[src/design/xcs_consts.vh]
// Offsets, field positions and reset values of the expansion-bus select base registers
`ifndef XCS_CONSTS_VH
`define XCS_CONSTS_VH

// Register offsets in configuration space
`define XCS_OFF_CS2_BASE_HIGH     8'h64
`define XCS_OFF_CS2_BASE_LOW_CTRL 8'h65
`define XCS_OFF_CS3_BASE_HIGH     8'h66

// Fields of the select two low/control register
`define XCS_LOW_DISABLE_BIT       0
`define XCS_LOW_LOCK_BIT          1
`define XCS_LOW_ADDR_MSB          7
`define XCS_LOW_ADDR_LSB          2
`define XCS_LOW_RSVD_MSB          3
`define XCS_LOW_RSVD_LSB          2

// Reset values
`define XCS_RST_BASE_HIGH         8'h00
`define XCS_RST_LOW_ADDR          6'h00
`define XCS_RST_BIT               1'b0
`define XCS_RDATA_NONE            8'h00

// Upper address bits that must stay zero in any base
`define XCS_ADDR_TOP_ZERO         4'h0

`endif

[src/design/xcs_base_decode.v]
// Base address registers for expansion-bus chip selects two and three, decode for select two only
`timescale 1ns/1ps
`include "xcs_consts.vh"

module xcs_base_decode #(
   parameter ADDR_W = 16
) (
   input  wire              core_clk,
   input  wire              reset,
   input  wire              soft_reset,
   input  wire [7:0]        reg_addr,
   input  wire [7:0]        reg_wdata,
   input  wire              reg_wr,
   input  wire              reg_rd,
   output reg  [7:0]        reg_rdata,
   input  wire              xbus_mode,
   input  wire              cs3_lock,
   input  wire [ADDR_W-1:0] io_addr,
   input  wire              io_valid,
   output reg               expansion_select_two_n,
   output reg  [7:0]        cs3_base_high_q
);

   // Three configuration bytes hold the bases of selects two and three. The
   // select two bank carries its own lock and disable bits in its low byte;
   // the select three lock lives in a register outside this block and comes
   // in as a level. The hard reset stands for every power-on and bus reset,
   // the soft reset clears addresses and disable but never the lock.
   // Decode is registered, so the select pin lags the host address by one
   // clock; the host address is only looked at on the clock edge.
   // Nothing here raises an interrupt or reports a refused write.

   // Stored register state
   reg [7:0] cs2_base_high;
   reg [5:0] cs2_low_addr;
   reg       cs2_lock;
   reg       cs2_disable;

   // Compare a host address with a programmed base; the mode picks the width
   function match_base;
      input [15:0] addr;
      input [15:0] base;
      input        mode2;
      begin
         if (mode2) begin
            match_base = (addr[15:4] == base[15:4]);
         end else begin
            match_base = (addr[15:2] == base[15:2]);
         end
      end
   endfunction

   // Offset decode, shared by the three write strobes
   function is_offset;
      input [7:0] addr;
      input [7:0] offset;
      begin
         is_offset = (addr == offset);
      end
   endfunction

   // Read view of the select two low byte. In mode 2 bits 3:2 are reserved:
   // they stay stored, so a later switch back to mode 1 finds them intact,
   // but they read zero and take no part in the compare
   function [7:0] low_view;
      input [5:0] low_addr;
      input       lock;
      input       disable_bit;
      input       mode2;
      reg   [7:0] view;
      begin
         view = {low_addr, lock, disable_bit};
         if (mode2) begin
            view[`XCS_LOW_RSVD_MSB:`XCS_LOW_RSVD_LSB] = 2'b00;
         end
         low_view = view;
      end
   endfunction

   // Register decode strobes
   // Unmapped offsets hit none of them, so writes there are dropped
   wire wr_cs2_high = reg_wr && is_offset(reg_addr, `XCS_OFF_CS2_BASE_HIGH);
   wire wr_cs2_low  = reg_wr && is_offset(reg_addr, `XCS_OFF_CS2_BASE_LOW_CTRL);
   wire wr_cs3_high = reg_wr && is_offset(reg_addr, `XCS_OFF_CS3_BASE_HIGH);

   // Write permission; a locked register drops writes without any error
   // indication, software has to read back to find out
   wire cs2_writable = !cs2_lock;
   wire cs3_writable = !cs3_lock;

   // Next values of every flop
   // Only the combinational processes below write them
   reg [7:0] next_cs2_base_high;
   reg [5:0] next_cs2_low_addr;
   reg       next_cs2_disable;
   reg       next_cs2_lock;
   reg [7:0] next_cs3_base_high;
   reg [7:0] next_reg_rdata;
   reg       next_select_two_n;

   // Full 16-bit base of select two, low two bits are never compared
   wire [15:0] cs2_base = {cs2_base_high, cs2_low_addr, 2'b00};

   // Low register as software reads it
   wire [7:0] cs2_low_view = low_view(cs2_low_addr, cs2_lock, cs2_disable, xbus_mode);

   // Top address bits are qualified as well; a base with 15:12 set never matches
   // anything the host can place below 0x1000, which software must respect
   wire top_ok = (io_addr[15:12] == cs2_base[15:12]);

   // Address fields and disable bit. Soft reset beats a write in the same
   // cycle and ignores the lock, so even a locked bank returns to zero.
   // The lock itself survives, which keeps the zeroed bank read-only.
   always @* begin
      next_cs2_base_high = cs2_base_high;
      next_cs2_low_addr  = cs2_low_addr;
      next_cs2_disable   = cs2_disable;
      if (soft_reset) begin
         next_cs2_base_high = `XCS_RST_BASE_HIGH;
         next_cs2_low_addr  = `XCS_RST_LOW_ADDR;
         next_cs2_disable   = `XCS_RST_BIT;
      end else begin
         // High byte carries address 15:8
         if (wr_cs2_high && cs2_writable) begin
            next_cs2_base_high = reg_wdata;
         end
         // Low byte carries address bits 7:2 and the disable bit
         if (wr_cs2_low && cs2_writable) begin
            next_cs2_low_addr = reg_wdata[`XCS_LOW_ADDR_MSB:`XCS_LOW_ADDR_LSB];
            next_cs2_disable  = reg_wdata[`XCS_LOW_DISABLE_BIT];
         end
      end
   end

   // Select three high byte; the cs3_lock level from outside this block freezes it against writes, not against soft reset
   always @* begin
      next_cs3_base_high = cs3_base_high_q;
      if (soft_reset) begin
         next_cs3_base_high = `XCS_RST_BASE_HIGH;
      end else if (wr_cs3_high && cs3_writable) begin
         next_cs3_base_high = reg_wdata;
      end
   end

   // Lock: set-only from software and blind to soft reset. Writing a zero
   // never clears it, so a stray write cannot reopen the bank.
   always @* begin
      next_cs2_lock = cs2_lock;
      if (wr_cs2_low && reg_wdata[`XCS_LOW_LOCK_BIT]) begin
         next_cs2_lock = 1'b1;
      end
   end

   // Read mux; without a read strobe the data bus idles at zero.
   // Unmapped offsets read zero as well, and no read has a side effect.
   always @* begin
      next_reg_rdata = `XCS_RDATA_NONE;
      if (reg_rd) begin
         case (reg_addr)
            `XCS_OFF_CS2_BASE_HIGH:     next_reg_rdata = cs2_base_high;
            `XCS_OFF_CS2_BASE_LOW_CTRL: next_reg_rdata = cs2_low_view;
            `XCS_OFF_CS3_BASE_HIGH:     next_reg_rdata = cs3_base_high_q;
            default:                    next_reg_rdata = `XCS_RDATA_NONE;
         endcase
      end
   end

   // Select two decode; a hit needs a host cycle, an enabled select and a match
   always @* begin
      next_select_two_n = 1'b1;
      if (io_valid && !cs2_disable && top_ok
          && match_base(io_addr, cs2_base, xbus_mode)) begin
         next_select_two_n = 1'b0;
      end
   end

   // Address and disable flops; the hard reset stands for every power-on
   // and bus reset
   always @(posedge core_clk or posedge reset) begin
      if (reset) begin
         cs2_base_high   <= `XCS_RST_BASE_HIGH;
         cs2_low_addr    <= `XCS_RST_LOW_ADDR;
         cs2_disable     <= `XCS_RST_BIT;
         cs3_base_high_q <= `XCS_RST_BASE_HIGH;
      end else begin
         cs2_base_high   <= next_cs2_base_high;
         cs2_low_addr    <= next_cs2_low_addr;
         cs2_disable     <= next_cs2_disable;
         cs3_base_high_q <= next_cs3_base_high;
      end
   end

   // Lock flop in a process of its own, so soft reset cannot reach it;
   // only the hard reset clears it
   always @(posedge core_clk or posedge reset) begin
      if (reset) begin
         cs2_lock <= `XCS_RST_BIT;
      end else begin
         cs2_lock <= next_cs2_lock;
      end
   end

   // Read data flop; stands for the one cycle after the strobe only
   always @(posedge core_clk or posedge reset) begin
      if (reset) begin
         reg_rdata <= `XCS_RDATA_NONE;
      end else begin
         reg_rdata <= next_reg_rdata;
      end
   end

   // Select flop keeps the pin glitch free; costs one cycle of latency.
   // Held high in reset so no device is selected before software runs.
   always @(posedge core_clk or posedge reset) begin
      if (reset) begin
         expansion_select_two_n <= 1'b1;
      end else begin
         expansion_select_two_n <= next_select_two_n;
      end
   end

endmodule // xcs_base_decode

[config.mk]
export PLATFORM = sky130hd
export DESIGN_NAME = xcs_base_decode
export DESIGN_NICKNAME = d
export VERILOG_FILES = /design/src/design/xcs_base_decode.v
export VERILOG_INCLUDE_DIRS = /design/src /design/src/design
export SDC_FILE = /design/constraint.sdc
export NUM_CORES = 1
export LEC_CHECK = 0
export ABC_CLOCK_PERIOD_IN_PS = 1470
export CORE_AREA = 5 5 61 63
export DETAILED_ROUTE_END_ITERATION = 6
export DIE_AREA = 0 0 66 68
export DONT_BUFFER_PORTS = 1
export GPL_TIMING_DRIVEN = 0
export PLACE_DENSITY = 0.71
export SYNTH_ARGS = -nofsm -noshare
export SYNTH_HDL_FRONTEND = slang
export SYNTH_SLANG_ARGS = --single-unit
[constraint.sdc]
create_clock -name core_clk -period 1.47 [get_ports core_clk]
set_input_delay 0 -clock core_clk [delete_from_list [all_inputs] [get_ports core_clk]]
set_output_delay 0 -clock core_clk [all_outputs]
set_load 0.02 [all_outputs]
Yosys cells after proc, flatten, opt, wreduce, memory -nomap -nowiden
Cells that the tools add are included.
W data, S select, Z words.
{"block": "totals", "regBits": 33, "input_bits": 40}
{"block": "classes", "n_mux": 13, "n_eq_ne": 6, "n_reduce_logical": 16}
{"cell": "$mux W8", "n": 5}
{"cell": "$eq A8 B7 Y1 const B", "n": 3}
{"cell": "$pmux W8 S3", "n": 1}
{"cell": "$eq A14 B14 Y1", "n": 1}
{"cell": "$eq A12 B12 Y1", "n": 1}
{"cell": "$mux W6", "n": 2}
{"cell": "$logic_and A1 B1 Y1", "n": 10}
{"cell": "$reduce_bool A2 Y1", "n": 3}
{"cell": "$eq A4 B4 Y1", "n": 1}
{"cell": "$mux W1", "n": 4}
{"cell": "$logic_not A1 Y1", "n": 3}
{"cell": "$mux W2", "n": 1}

Logic depth before layout (Yosys ltp)
{"block": "depth", "word_depth": 5, "mapped_depth": 5, "ltp_nobuf": 4}

Worst setup path before layout
Ideal clock, no wire load.
{"block": "synth_timing", "path_type": "register to register", "start": "reg cs2_low_addr[3]", "end": "reg expansion_select_two_n", "stages_incl_launch_ff": 5, "t_required_ns": 1.376, "arrival_ns": 1.270, "setup_time_ns": 0.094, "slack_ns": 0.106, "path_buffers": 0, "path_cell_list": "dfrtp_1 -> xor2_1 -> nor4_1 -> nand4b_1 -> or4_1"}
{"block": "synth_between", "elab_chain_cells": 4, "elab_cells_between_ends": 5, "cone_classes": "eq/ne: 2; mux: 2; reduce/logical: 1"}
{"item": "start: declaration", "line": "xcs_base_decode.v:35", "source": "reg [5:0] cs2_low_addr;"}
{"item": "start signal: assignment", "line": "xcs_base_decode.v:182", "source": "cs2_low_addr <= `XCS_RST_LOW_ADDR;"}
{"item": "start signal: assignment", "line": "xcs_base_decode.v:187", "source": "cs2_low_addr <= next_cs2_low_addr;"}
{"item": "$eq A14 B14 Y1 / $eq A12 B12 Y1 (equally long branches)", "line": "xcs_base_decode.v:48, xcs_base_decode.v:46"}
{"item": "$mux W1 *", "line": "xcs_base_decode.v:45", "source": "if (mode2) begin"}
{"item": "$logic_and A1 B1 Y1 *", "line": "xcs_base_decode.v:172", "source": "&& match_base(io_addr, cs2_base, xbus_mode)) begin"}
{"item": "$mux W1 *", "line": "xcs_base_decode.v:171", "source": "if (io_valid && !cs2_disable && top_ok"}
{"item": "via next_select_two_n", "line": "xcs_base_decode.v:99", "source": "reg next_select_two_n;"}
{"item": "end signal: assignment", "line": "xcs_base_decode.v:218", "source": "expansion_select_two_n <= next_select_two_n;"}
{"item": "end: declaration", "line": "xcs_base_decode.v:20", "source": "output reg expansion_select_two_n,"}
Mark *: on every way through the listed nets, which the timed path passes. The rest lies on a longest branch.
A chain may end at the register's enable or synchronous reset.

Final worst setup path
{"block": "layout_timing", "start": "reg cs2_low_addr[5]", "end": "reg expansion_select_two_n"}
Same word-level chain as after synthesis.

==> summary.md <==
| Metric | Value |
|---|---|
| Critical Path Sink Type | `register` |
| Max-capacitance violation count | `0` |
| Placer Congestion | `0.793` |
| Total Nets Final | `223` |
| Clock Skews | `0.0149 ns` |
| Buffers on Ports | `0` |
| Count of state elements after synthesis | `33` |
| I/O pin count | `57` |
| Critical Path RT | `1.72 ns` |
| Category of the worst setup path launch point | `register` |
| Clock tree root driver cell | `sky130_fd_sc_hd__clkbuf_4` |
| Ratio of routed vias to standard cells | `5.45` |
| Non-filler instance count after layout | `230` |
| # DRC | `0` |
| Cell-by-cell listing of the critical path | `xor2_1 > nor4_2 > nand4b_1 > or4_4` |
| Count of endpoints failing setup in the final report | `1` |
| Cells after synthesis | `151` |
| Placeable core region | `3180 sq um` |
| Worst-case reg-to-reg path depth | `4` |
| Total instance count after detailed placement | `197` |
| Setup repair after global routing missed its margin | `true` |
| Critical path peak fanout | `2` |
| Die Span X | `66 um` |
| Share of the clock period used by the worst path after layout | `101%` |
| Top library cells by usage in the layout, fill and taps aside | `sky130_fd_sc_hd__nor2_1, sky130_fd_sc_hd__dfrtp_1, sky130_fd_sc_hd__mux2i_1` |
| Number of buffers added by the clock tree synthesis step | `5` |
| Combined global-route utilization of all metal layers | `18.9%` |
| Post-route setup TNS | `-0.00854 ns` |
| Slew headroom | `64.3%` |
| End-of-flow core utilization | `63.5%` |
| RR Endpoint | `expansion_select_two_n` |
| Static leakage | `1.04 nW` |
| Layout-stage area growth over the synthesis result | `24.0%` |
| Worst flop-to-flop path startpoint | `cs2_low_addr[5]` |
| Detailed router's first-iteration violation count | `82` |
| Highest cell delay on the worst timing path | `0.43 ns` |
| Ratio of cells with drive above 1 in the final layout | `10.3%` |
| Average footprint of a synthesized cell | `10.8 sq um` |
| Worst Hold Class | `primary input to asynchronous set/reset pin` |
| Minimum clock period after layout | `1.48 ns` |
| Part of the Yosys area used for sequential elements | `50.8%` |
| Total congestion overflow | `0` |
| Starting utilization of the core area | `51.2%` |
| Number of nets in the synthesized netlist | `191` |
| DP Wirelength | `2.70 mm` |
| DR pass1 iterations | `4` |
| Total via count after detailed routing | `1254` |
| Rows | `21` |
| Clock slew at the register clock pins of the worst setup and hold paths | `0.11 ns` |
| Yosys top cell area share | `49.2%` |
| Commonest non-fill, non-tap cell in the layout | `sky130_fd_sc_hd__nor2_1` |
| Global-route wire length before repair | `6.22 mm` |
| Antenna violations before repair | `0` |
| Post-synthesis cell type count | `22` |
| Run status | `finished, violations left` |
| Worst VDD drop | `481 uV` |
| Vias in the first global route | `1271` |
| Post-Route WL | `3.97 mm` |
| Die area | `4490 sq um` |
| Setup CP Type | `register to register` |
| Pin count of the biggest net entering global routing | `34` |
| Crit path arrival time | `1.73 ns` |
| Highest clock rate | `0.676 GHz` |
| Final number of max-transition violations | `0` |
| Synth area leader | `sky130_fd_sc_hd__dfrtp_1` |
| Sink count of the clock tree | `33` |
| Slew @ Worst Pin | `0.536 ns` |
| H-tree lvl count | `2` |
| Power density over the cells | `791 nW/um^2` |
| Synth area leaders | `sky130_fd_sc_hd__dfrtp_1, sky130_fd_sc_hd__mux2i_1, sky130_fd_sc_hd__nor2_1` |
| Number of antenna cells inserted | `0` |
| Hold violation count in the final report | `0` |
| TritonCTS clock tree | `built` |
| Slack of the worst reg-to-reg path | `-0.009 ns` |
| Slowest cell on crit path | `sky130_fd_sc_hd__or4_4` |
| Clk buf depth | `2` |
| Height of the die | `68 um` |
| Failing checks | `negative setup slack` |
| Yosys Warn Count | `0` |
| Post-synthesis instance area | `1630 sq um` |
| Mean routed wirelength per cell | `17.2 um` |
| Clock network latency to the later pin of the worst-skew pair | `0.34 ns` |
| Final WS setup | `-0.00854 ns` |
| Count of nets left with antenna violations after detail routing | `0` |
## worst max-delay path by stage
stage                    startpoint                      to  slack [ns]  depth (start not counted)
floorplan           cs2_low_addr[3]  expansion_select_two_n        0.11                          4
global placement    cs2_low_addr[3]  expansion_select_two_n       0.005                          4
detailed placement  cs2_low_addr[3]  expansion_select_two_n      -0.009                          4
CTS                 cs2_low_addr[5]  expansion_select_two_n       -0.06                          4
global route        cs2_low_addr[5]  expansion_select_two_n        -0.1                          4
finish              cs2_low_addr[5]  expansion_select_two_n      -0.009                          4
## final cells by class
type,count,area (sq um)
flip-flops and latches,33,827
clock buffers,8,58.8
repair buffers,25,255
plain buffers,5,21.3
inverters,1,3.75
multi-input cells,112,795
well taps,46,57.6
fillers,261,1160
## kinds of logic (layout without fill, tap and decap cells)
family / Yosys count / in the layout / share of synthesized area, %
compound gates: 10 / 10 / 3.54
mux: 31 / 31 / 19.1
buf+inv: 6 / 39 / 1.54
flops: 33 / 33 / 50.8
xor+xnor: 14 / 14 / 7.53
simple gates: 57 / 57 / 17.5
## metrics by stage
stage / cell area (sq um) / total power, mW / setup WS [ns] / hold slack (ns)
after floorplan: 1630 / 0.999 / 0.106 / 0.0664
after global placement: 1690 / 1.02 / 0.00538 / 0.0680
after detailed placement: 1690 / 1.02 / -0.00860 / 0.0699
after CTS: 1980 / 1.60 / -0.0571 / 0.00528
after global routing: 2020 / 1.65 / -0.0977 / 0.0137
final: 2020 / 1.60 / -0.00854 / 0.00407
## registers in the layout, summed over array words and instances (netlist names)
name and cells:
cs3_base_high_q 8, cs2_base_high 8, cs2_disable 1, expansion_select_two_n 1, cs2_lock 1, reg_rdata 8, cs2_low_addr 6
## per-layer routing
layer  share of wire, %  routed length [um]  up-vias  GRT usage [%]
met2                 47                1860       67           29.0
li1                   -                   -      589              -
met1                 42                1660      585           23.8
met3                9.3                 367       13           7.88
met5                  0                   0        -              0
met4                1.8                  72        0           7.11
## power breakdown
group	switching, mW	total (mW)	internal (mW)
sequential	0.00209	0.911	0.909
combinational	0.0803	0.155	0.0750
clock	0.294	0.530	0.236
## cells in the mapped netlist
cell type	instances
sky130_fd_sc_hd__nor2_1	41
sky130_fd_sc_hd__buf_2	2
sky130_fd_sc_hd__mux2i_1	31
sky130_fd_sc_hd__nor2b_1	3
sky130_fd_sc_hd__a21oi_1	7
sky130_fd_sc_hd__a31oi_1	2
sky130_fd_sc_hd__nand4_1	2
sky130_fd_sc_hd__nand4b_1	2
sky130_fd_sc_hd__nand3_2	1
sky130_fd_sc_hd__and4bb_2	3
sky130_fd_sc_hd__xor2_1	4
sky130_fd_sc_hd__clkbuf_1	3
sky130_fd_sc_hd__xnor2_1	10
sky130_fd_sc_hd__dfstp_2	1
sky130_fd_sc_hd__nand3_1	1
sky130_fd_sc_hd__nand4_2	1
sky130_fd_sc_hd__or4_1	1
sky130_fd_sc_hd__a41o_1	1
sky130_fd_sc_hd__nand2_1	1
sky130_fd_sc_hd__dfrtp_1	32
sky130_fd_sc_hd__nor4_1	1
sky130_fd_sc_hd__inv_1	1
## what timing repair did
action,in CTS,in global routing
hold buffers,22,0
pin swaps,2,3
hold endpoints to repair,59,0
gates resized for setup,1,2
setup buffers,2,0
setup endpoints to repair,1,8
## worst max-delay path: cells and delay by family (launching register included)
family,cells,cell delay [ns]
AND/OR/NAND/NOR,3,0.85
flip-flops,1,0.39
XOR/XNOR,1,0.16
No activity file was read; power rests on OpenSTA's default activity.
